<file path="src/core/pbv_map.svh">
// address map, header layout and fixed values of the patch block validator
`ifndef PBV_MAP_SVH
`define PBV_MAP_SVH

`define PBV_ADDR_PLAT     32'h0000_0017
`define PBV_ADDR_TRIG     32'h0000_0079
`define PBV_ADDR_SIG      32'h0000_008b
`define PBV_HDR_VER_1     32'h0000_0001
`define PBV_BLK_DWORDS    512
`define PBV_HDR_DWORDS    12
`define PBV_DW_BYTES      32'h0000_0004
`define PBV_IDX_VER       9'h000
`define PBV_IDX_REV       9'h001
`define PBV_IDX_PROC      9'h003
`define PBV_IDX_FLAGS     9'h006
`define PBV_PLAT_LSB      50
`define PBV_SIG_LSB       32
`define PBV_RESERVED_HI   11'h000
`define PBV_RESERVED_LO   50'h0

`endif

</file>
<file path="src/core/pbv_pkg.sv">
// types shared by the patch block validator
package pbv_pkg;

   typedef enum logic [1:0]
   {
      PBV_IDLE,
      PBV_FETCH,
      PBV_JUDGE
   } pbv_state_t;

   // model register access request
   typedef struct packed
   {
      logic        rd;
      logic        wr;
      logic [31:0] addr;
      logic [63:0] wdata;
   } pbv_mreq_t;

   // header fields caught while the block streams in
   typedef struct packed
   {
      logic [31:0] version;
      logic [31:0] revision;
      logic [31:0] processor;
      logic [31:0] flags;
   } pbv_hdr_t;

endpackage

</file>
<file path="src/core/pbv_validator.sv">
// patch block validator with platform id, trigger and signature registers
//
// Overview of operation
// [RULE1] block is 2048 bytes: 48-byte header then 2000 payload bytes
// [RULE2] dword 0 is header version; only version 1 is accepted
// [RULE3] dword at offset 4 is revision, reported as signature after load
// [RULE4] offset 8 holds creation date mmddyyyy, ignored by hardware
// [RULE5] offset 12 holds processor signature, same encoding as query result
// [RULE6] refuse a block whose processor signature differs from installed one
// [RULE7] all 512 dwords including checksum must sum to zero
// [RULE8] offset 20 names loader sequence version, loader's concern
// [RULE9] low 8 bits at offset 24 flag valid platform types
// [RULE10] 20 bytes at offset 28 reserved, carry no meaning
// [RULE11] software interprets header layout by its version value
// [RULE12] platform type id is 64-bit read-only register at 017h
// [RULE13] platform bits 52:50 index the flag bit that must be set
// [RULE14] payload is data only; its encoding rejects tampered blocks
// [RULE15] write to 79h starts loading block at supplied linear address
// [RULE16] hard reset discards patch; reloading same patch is harmless
// [RULE17] signature query puts active revision in 08bh, unchanged if none
// [RULE18] platform id bits 63:53 and 49:0 read as zero
// [RULE19] any failed check raises load failed and keeps old revision
`timescale 1ns/1ps
`default_nettype none
`include "pbv_map.svh"

module pbv_validator
#(
   parameter int BLK_DWORDS = `PBV_BLK_DWORDS
)
(
   // clock and reset
   input  wire logic              clk_sys_i,
   input  wire logic              rst_i,
   // installed processor identity, sampled after reset
   input  wire logic [31:0]       cpu_signature_i,
   input  wire logic [2:0]        platform_bits_i,
   // model register port
   input  wire pbv_pkg::pbv_mreq_t mreq_i,
   output var  logic [63:0]       mr_rdata_o,
   output var  logic              mr_ack_o,
   // signature query
   input  wire logic              sig_query_i,
   // block memory fetch
   output var  logic              mem_req_o,
   output var  logic [31:0]       mem_addr_o,
   input  wire logic              mem_valid_i,
   input  wire logic [31:0]       mem_rdata_i,
   // load status
   output var  logic              busy_o,
   output var  logic              load_ok_o,
   output var  logic              load_fail_o
);
   import pbv_pkg::*;

   localparam int CNT_W = $clog2(BLK_DWORDS);

   // the header index is nine bits wide, so larger blocks would alias it
   if (BLK_DWORDS < `PBV_HDR_DWORDS || BLK_DWORDS > `PBV_BLK_DWORDS
       || (BLK_DWORDS & (BLK_DWORDS - 1)) != 0)
   begin
      $error("BLK_DWORDS must be a power of two from header size to 512");
   end

   // platform flag hit for the installed platform index
   function automatic logic flag_hit(input logic [31:0] flags,
                                     input logic [2:0]  idx);
      flag_hit = flags[idx];
   endfunction

   // state
   pbv_state_t        state_ff;
   pbv_state_t        nxt_state;
   logic [CNT_W-1:0]  cnt_ff;
   logic [CNT_W-1:0]  nxt_cnt;
   logic [31:0]       sum_ff;
   logic [31:0]       nxt_sum;
   pbv_hdr_t          hdr_ff;
   pbv_hdr_t          nxt_hdr;
   logic [31:0]       addr_ff;
   logic [31:0]       nxt_addr;
   logic              req_ff;
   logic              nxt_req;
   logic              ok_ff;
   logic              nxt_ok;
   logic              fail_ff;
   logic              nxt_fail;
   logic              present_ff;
   logic              nxt_present;
   logic [31:0]       rev_ff;
   logic [31:0]       nxt_rev;
   logic [63:0]       sig_ff;
   logic [63:0]       nxt_sig;
   logic [63:0]       rdata_ff;
   logic [63:0]       nxt_rdata;
   logic              ack_ff;
   logic              nxt_ack;
   logic [2:0]        plat_ff;
   logic [2:0]        nxt_plat;
   logic [31:0]       cpu_sig_ff;
   logic [31:0]       nxt_cpu_sig;
   logic              strap_ff;
   logic              nxt_strap;
   logic              busy_ff;
   logic              nxt_busy;
   logic              pass;

   // a dword taken with the last index closes the block
   logic              take;
   logic [31:0]       sum_now;
   logic [8:0]        idx9;

   always_comb
   begin
      take    = (state_ff == PBV_FETCH) && mem_valid_i;
      sum_now = sum_ff + mem_rdata_i;                            // [RULE7]
      idx9    = 9'(cnt_ff);
      // date, loader version and reserved dwords are summed, never judged
      pass = (hdr_ff.version == `PBV_HDR_VER_1)                  // [RULE2]
           && (hdr_ff.processor == cpu_sig_ff)            // [RULE5] [RULE6]
           && flag_hit(hdr_ff.flags, plat_ff)            // [RULE9] [RULE13]
           && (sum_ff == 32'h0);                        // [RULE7] [RULE14]
   end

   // loader engine
   always_comb
   begin
      nxt_state   = state_ff;
      nxt_cnt     = cnt_ff;
      nxt_sum     = sum_ff;
      nxt_hdr     = hdr_ff;
      nxt_addr    = addr_ff;
      nxt_req     = req_ff;
      nxt_ok      = ok_ff;
      nxt_fail    = fail_ff;
      nxt_present = present_ff;
      nxt_rev     = rev_ff;
      unique case (state_ff)
         PBV_IDLE:
         begin
            // a trigger during a load is dropped, not queued
            if (mreq_i.wr && mreq_i.addr == `PBV_ADDR_TRIG)      // [RULE15]
            begin
               nxt_state = PBV_FETCH;
               nxt_addr  = mreq_i.wdata[31:0];
               nxt_req   = 1'b1;
               nxt_cnt   = '0;
               nxt_sum   = 32'h0;
               nxt_hdr   = '0;
               nxt_ok    = 1'b0;
               nxt_fail  = 1'b0;
            end
         end
         PBV_FETCH:
         begin
            if (take)
            begin
               nxt_sum  = sum_now;
               nxt_addr = addr_ff + `PBV_DW_BYTES;
               nxt_cnt  = cnt_ff + 1'b1;
               // payload words only feed the sum; nothing is executed
               if (idx9 == `PBV_IDX_VER)                         // [RULE14]
               begin
                  nxt_hdr.version = mem_rdata_i;
               end
               if (idx9 == `PBV_IDX_REV)
               begin
                  nxt_hdr.revision = mem_rdata_i;
               end
               if (idx9 == `PBV_IDX_PROC)
               begin
                  nxt_hdr.processor = mem_rdata_i;
               end
               if (idx9 == `PBV_IDX_FLAGS)
               begin
                  nxt_hdr.flags = mem_rdata_i;
               end
               if (cnt_ff == CNT_W'(BLK_DWORDS - 1))             // [RULE1]
               begin
                  nxt_req   = 1'b0;
                  nxt_state = PBV_JUDGE;
               end
            end
         end
         PBV_JUDGE:
         begin
            nxt_state = PBV_IDLE;
            if (pass)
            begin
               // same revision again just rewrites the same value
               nxt_ok      = 1'b1;                               // [RULE16]
               nxt_present = 1'b1;
               nxt_rev     = hdr_ff.revision;                    // [RULE3]
            end
            else
            begin
               nxt_fail = 1'b1;                                  // [RULE19]
            end
         end
      endcase
      nxt_busy = (nxt_state != PBV_IDLE);
   end

   // model registers
   always_comb
   begin
      nxt_sig     = sig_ff;
      nxt_rdata   = 64'h0;
      nxt_ack     = mreq_i.rd || mreq_i.wr;
      nxt_plat    = plat_ff;
      nxt_cpu_sig = cpu_sig_ff;
      nxt_strap   = 1'b1;
      if (!strap_ff)
      begin
         nxt_plat    = platform_bits_i;
         nxt_cpu_sig = cpu_signature_i;
      end
      if (mreq_i.wr && mreq_i.addr == `PBV_ADDR_SIG)
      begin
         nxt_sig = mreq_i.wdata;
      end
      // with a patch present, query wins over a same-cycle software preload
      if (sig_query_i && present_ff)                             // [RULE17]
      begin
         nxt_sig = {rev_ff, 32'h0};
      end
      if (mreq_i.rd)
      begin
         unique case (mreq_i.addr)
            `PBV_ADDR_PLAT:                                      // [RULE12]
               nxt_rdata = {`PBV_RESERVED_HI, plat_ff,
                            `PBV_RESERVED_LO};                   // [RULE18]
            `PBV_ADDR_SIG:
               nxt_rdata = sig_ff;
            default:
               nxt_rdata = 64'h0;
         endcase
      end
   end

   // hard reset clears the patch; no soft init input reaches it
   always_ff @(posedge clk_sys_i)
   begin
      if (rst_i)
      begin
         state_ff   <= PBV_IDLE;
         cnt_ff     <= '0;
         sum_ff     <= 32'h0;
         hdr_ff     <= '0;
         addr_ff    <= 32'h0;
         req_ff     <= 1'b0;
         ok_ff      <= 1'b0;
         fail_ff    <= 1'b0;
         present_ff <= 1'b0;                                     // [RULE16]
         rev_ff     <= 32'h0;
         sig_ff     <= 64'h0;
         rdata_ff   <= 64'h0;
         ack_ff     <= 1'b0;
         plat_ff    <= 3'h0;
         cpu_sig_ff <= 32'h0;
         strap_ff   <= 1'b0;
         busy_ff    <= 1'b0;
      end
      else
      begin
         state_ff   <= nxt_state;
         cnt_ff     <= nxt_cnt;
         sum_ff     <= nxt_sum;
         hdr_ff     <= nxt_hdr;
         addr_ff    <= nxt_addr;
         req_ff     <= nxt_req;
         ok_ff      <= nxt_ok;
         fail_ff    <= nxt_fail;
         present_ff <= nxt_present;
         rev_ff     <= nxt_rev;
         sig_ff     <= nxt_sig;
         rdata_ff   <= nxt_rdata;
         ack_ff     <= nxt_ack;
         plat_ff    <= nxt_plat;
         cpu_sig_ff <= nxt_cpu_sig;
         strap_ff   <= nxt_strap;
         busy_ff    <= nxt_busy;
      end
   end

   assign mr_rdata_o  = rdata_ff;
   assign mr_ack_o    = ack_ff;
   assign mem_req_o   = req_ff;
   assign mem_addr_o  = addr_ff;
   assign busy_o      = busy_ff;
   assign load_ok_o   = ok_ff;
   assign load_fail_o = fail_ff;

endmodule
`default_nettype wire

</file>
<file path="config.mk">
export PLATFORM = sky130hd
export DESIGN_NAME = pbv_validator
export DESIGN_NICKNAME = d
export VERILOG_FILES = /design/src/core/pbv_pkg.sv /design/src/core/pbv_validator.sv
export VERILOG_INCLUDE_DIRS = /design/src /design/src/core
export SDC_FILE = /design/constraint.sdc
export NUM_CORES = 1
export LEC_CHECK = 0
export BUFFER_PORTS_ARGS = -buffer_cell sky130_fd_sc_hd__buf_2
export CAP_MARGIN = 20
export CORE_ASPECT_RATIO = 0.6
export CORE_UTILIZATION = 52
export CTS_CLUSTER_DIAMETER = 200
export DETAILED_ROUTE_END_ITERATION = 6
export PLACE_DENSITY = 0.74
export SLEW_MARGIN = 10
export SYNTH_ARGS = -nofsm -noshare
export SYNTH_HDL_FRONTEND = slang
export SYNTH_SLANG_ARGS = --single-unit
</file>
<file path="constraint.sdc">
create_clock -name clk_sys_i -period 4.2 [get_ports clk_sys_i]
set_input_delay 0.21 -clock clk_sys_i [delete_from_list [all_inputs] [get_ports clk_sys_i]]
set_output_delay 0.21 -clock clk_sys_i [all_outputs]
set_load 0.05 [all_outputs]
</file>
Word level (Yosys, flattened, before mapping)
Index checks and enable logic that the tools add are counted.
{ "word_totals": {"out_inout_bits": 101, "regBits": 381, "word_cells": 107, "in_bits": 169} }
{ "classes": {"add_sub_neg": 3, "bitwise": 1, "order_cmp": 1, "reduce_logical": 26, "n_mux": 35, "eq_ne": 20} }
{ "ops": {"columns": ["cell", "count"], "rows": [
  ["128-bit 2-to-1 mux", 2],
  ["32-bit 2-to-1 mux", 8],
  ["128-bit one-hot mux with 2 select lines", 1],
  ["64-bit 2-to-1 mux", 2],
  ["32-bit one-hot mux with 2 select lines", 2],
  ["64-bit one-hot mux with 2 select lines", 1],
  ["32-bit by 3-bit adder with 32-bit output, second input constant", 1],
  ["32-bit adder", 1],
  ["32-bit by 1-bit == test with 1-bit output, second input constant", 1],
  ["32-bit == test", 1],
  ["32-bit by 5-bit == test with 1-bit output, second input constant", 1],
  ["32-bit by 7-bit == test with 1-bit output, second input constant", 1],
  ["32-bit by 8-bit == test with 1-bit output, second input constant", 1],
  ["32-bit logical NOT", 1],
  ["4-bit AND reduction", 5],
  ["9-bit 2-to-1 mux", 2],
  ["9-bit one-hot mux with 2 select lines", 1],
  ["2-bit by 1-bit inequality test with 1-bit output, second input constant", 5],
  ["9-bit by 1-bit adder with 9-bit output, second input constant", 1],
  ["9-bit by 1-bit == test with 1-bit output, second input constant", 1],
  ["9-bit by 2-bit == test with 1-bit output, second input constant", 1],
  ["9-bit by 3-bit == test with 1-bit output, second input constant", 1],
  ["9-bit == test, second input constant", 1],
  ["9-bit logical NOT", 1],
  ["17 further kinds", 43]
]} }

Longest topological paths before layout
{ "depth": {"word_depth": 6, "mapped_depth": 12, "depth_no_buf": 11} }

Least setup slack after synthesis
No wires, ideal clock.
{ "synth_path": {"path_kind": "register to register", "start": "reg addr_ff[2] (netlist: mem_addr_o[2])", "end": "reg addr_ff[28] (netlist: mem_addr_o[28])", "stages_incl_launch_ff": 11, "setup_time_ps": 86, "t_arrival_ps": 2482, "synth_period_minus_slack_ps": 2568, "setup_slack_ps": 1632, "t_required_ps": 4114, "n_path_buf": 1, "path_cell_list": "dfxtp_1 > ha_1 > nand3_1 > or2_2 > clkbuf_1 > nor2_1 > and4_1 > nand4_1 > o21ai_0 > a21oi_1 > a211oi_1"} }
{ "synth_via": {"elab_chain_len": 3} }
{ "synth_rtl": {"columns": ["element", "line_no", "text"], "rows": [
  ["start, declared", "pbv_validator.sv:80", "logic [31:0] addr_ff;"],
  ["start signal, assigned", "pbv_validator.sv:270", "addr_ff <= nxt_addr;"],
  ["32-bit by 3-bit adder with 32-bit output (no line)", null, null],
  ["32-bit 2-to-1 mux", "pbv_validator.sv:156", "if (take)"],
  ["32-bit one-hot mux with 2 select lines", "pbv_validator.sv:138", "unique case (state_ff)"]
]} }
No other way between the ends. The select of a mux whose other input is x is not followed.
A chain may end at the register's enable or synchronous reset.

Final worst setup path
{ "layout_path": {"start": "reg state_ff[1]", "end": "reg sum_ff[24]"} }
{ "layout_via": {"elab_chain_len": 4, "elab_cells_between_ends": 8, "cone_classes": "eq/ne: 3; mux: 1; reduce/logical: 4"} }
{ "layout_rtl": {"columns": ["element", "line_no", "text"], "rows": [
  ["start, declared", "pbv_validator.sv:72", "pbv_state_t state_ff;"],
  ["start signal, assigned", "pbv_validator.sv:266", "state_ff <= nxt_state;"],
  ["2-bit by 1-bit == test with 1-bit output", "pbv_validator.sv:115, pbv_validator.sv:138", null],
  ["1-bit logical AND", "pbv_validator.sv:115", "take = (state_ff == PBV_FETCH) && mem_valid_i;"],
  ["2-bit inequality test (no line)", null, null],
  ["3-bit AND reduction (no line)", null, null],
  ["end signal, assigned", "pbv_validator.sv:268", "sum_ff <= nxt_sum;"],
  ["end, declared", "pbv_validator.sv:76", "logic [31:0] sum_ff;"]
]} }
Parallel ways exist; a longest one is shown, timed or not.

==> reports/summary.txt <==
status = complete, no violations
Via density = 5.802
worst setup margin = 945.9 ps
GRT overflow = 0
Max Cap Violations = 0
CTS buffer count = 35
CTS Hold Buffers Added = 101
ANT nets after route = 0
Fmax achieved = 0.3073 GHz
Post-synth ARST share = 0
top post-synthesis cells by area = dfxtp_1 (47%), nand2_1 (5.8%), nor2_1 (5.2%)
H-tree lvl count = 2
Post-Place Cells = 2473
synthesized area = 16350 um^2
CP Max Fanout = 59
Tmin final = 3254 ps
worst-margin pin slew = 1156 ps
overall die width = 230.9 um
clk buf depth = 3
die area = 32170 um^2
pin count of the biggest net entering global routing = 85
Detail Placement HPWL = 34.67 mm
leakage power = 8.120 nW
number of global-route vias before repair = 14.03k
worst hold path class = input port to flop
post-synth top area share = 0.4666
PortBufs = 269
via count = 15.31k
Final Hold Vio Count = 0
flip-flop and latch area = 7629 um^2
post-route clock period utilization = 0.7748
Yosys cell types = 70
Setup TNS Final = 0 ps
Cell Count, Final, Fillers Out = 2638
io pins = 270
crit start category = flop
Max VDD drop = 272.6 uV
first-pass GRT wire length = 77.99 mm
Mapped Cells = 1896
1st-iter DRT viols = 1513
fraction of layout cells with a size suffix above 1 = 0.1754
Setup crit end kind = flop
Sink Count = 381
drt drc = 0
Yosys reg bits = 381
pwr/cell area = 365.0 nW/um^2
Post-Route Utilization = 0.6592
area leader, netlist = dfxtp_1
drt total wl = 50.33 mm
# rows = 49
Die Y = 139.3 um
CTS root buf = clkbuf_16
Critical Path AT = 3730 ps
Filler cells = 2535
Detailed Routing Iterations Pass 1 = 7
register clock-pin slew on the reported worst setup and hold paths = 70 ps
WP data required = 4680 ps
Post-synth EDFFs = 0
Clock Skew = 10.60 ps
Routed WL per cell = 19.08 um
GRT Total Usage = 0.3051
final net count = 2413
relative slew slack = 0.2268
Initial Util = 0.5376
synth warn = 0
CORE AREA = 30410 um^2
Slew Limit Fails = 0
Post-CTS Setup Bufs = 0
footprint of the multi-input gates = 8140 um^2
Final GP Congestion = 0.9170
share of the yosys chip area belonging to registers = 0.4666
WS Path Type = flop to flop
CTS tree = built
post-CTS resize count = 0
synth-to-layout area growth = 22.63%
initial antenna violation count = 4
syn avg cell area = 8.622 um^2
Top FF cell, synth = dfxtp_1
commonest cells after routing, fill and taps aside = dfxtp_1 (380), buf_2 (268), nand2_1 (250), nor2_1 (227), o21ai_0 (124)
worst slack, placed = 1009 ps
Net Count, Synth = 2106
RSZ-0062 raised after global routing = no
# setup viols final = 0
clock latency on the worst-skew pair = 530 ps
most common cell after layout, fill and taps aside = dfxtp_1
[cell families (layout without fill, tap and decap cells)]
family / after synthesis / in the layout / synth area share
AOI/OAI and AO/OA: 417 / 417 / 0.1646
xor gates and xnor gates: 49 / 49 / 0.02625
adders and majority gates: 41 / 41 / 0.03184
buffers and inverters: 143 / 476 / 0.03705
DFF: 381 / 381 / 0.4666
muxes: 75 / 75 / 0.04745
other: 0 / 1 / 0
and+or+nand+nor: 790 / 790 / 0.2262
[where the power goes]
part / switching (W) / internal, W
Combinational: 0.000196 / 0.000192
Clock: 0.00144 / 0.00183
Sequential: 0.0000283 / 0.00363
Total: 0.00166 / 0.00566
[cell usage after synthesis (5+ instances only)]
| master | count |
|---|---|
| nor2b_1 | 10 |
| nor2_1 | 227 |
| a311oi_2 | 9 |
| nand2b_1 | 7 |
| a311oi_1 | 24 |
| a21o_1 | 17 |
| xor2_1 | 18 |
| clkbuf_1 | 88 |
| or3_1 | 14 |
| and4_1 | 5 |
| o22ai_1 | 9 |
| nor4_1 | 19 |
| mux2i_1 | 73 |
| buf_1 | 6 |
| dfxtp_1 | 381 |
| ha_1 | 40 |
| and3_1 | 16 |
| buf_4 | 5 |
| nand3_1 | 106 |
| inv_1 | 22 |
| nand4_1 | 21 |
| nand2_1 | 252 |
| a22oi_1 | 17 |
| o21ai_0 | 124 |
| and2_1 | 67 |
| xnor2_1 | 31 |
| a211oi_1 | 15 |
| buf_2 | 16 |
| nor3_1 | 20 |
| a21oi_1 | 102 |
| o211ai_1 | 6 |
| o21a_1 | 12 |
| a31oi_1 | 35 |
| o21ai_1 | 7 |
| o31ai_1 | 7 |
[through the flow]
stage,cell area (um^2),total power [W],hold slack (ps)
2_1_floorplan,16350,0.003890,325.8
6_report,20050,0.007317,23.27
3_3_place_gp,17860,0.004042,434.6
4_1_cts,20040,0.007350,6.082
5_1_grt,20050,0.007541,21.56
3_5_place_dp,17860,0.004046,440.2
[registers in the layout, summed over array words and instances (netlist names), 2 cells and up]
signal / flops
cnt_ff: 9
cpu_sig_ff: 32
hdr_ff: 104
mem_addr_o: 32
mr_rdata_o: 64
plat_ff: 3
rev_ff: 32
sig_ff: 64
state_ff: 2
sum_ff: 32
[per-layer routing]
metal	vias to the layer above	track usage	wire, um
met5	-	0	8
met3	96	0.06332	4512
met4	2	0.08679	1315
met2	684	0.4411	21240
li1	7277	-	-
met1	7247	0.4543	23250
[worst max-delay path, stage by stage, from the launching register on]
cell	delay, ps
dfxtp_1	330
inv_1	80
ha_2	550
clkinv_1	200
a21o_1	200
and2_2	240
buf_4	350
nor2_1	950
a21oi_1	180
nand2_1	100
[layout make-up]
type / count / share of cell area
Antenna cell: 1 / 0.0001248
Clock buffer: 48 / 0.05062
Clock inverter: 15 / 0.007677
Inverter: 24 / 0.004494
Multi-Input combinational cell: 1372 / 0.4061
Sequential cell: 381 / 0.3805
Tap cell: 408 / 0.02547
Timing Repair Buffer: 389 / 0.1250
[worst paths after layout]
kind / startpoint / endpoint / slack, ps / depth (start not counted)
setup / recovery: state_ff[1] / sum_ff[24] / 950 / 9
hold reg to reg: sig_ff[25] / mr_rdata_o[25] / 450 / 1
hold / removal: mreq_i[51] / sig_ff[51] / 20 / 3
setup reg to reg: state_ff[1] / sum_ff[24] / 950 / 9
Note: power is estimated with default switching activity, not from simulation.
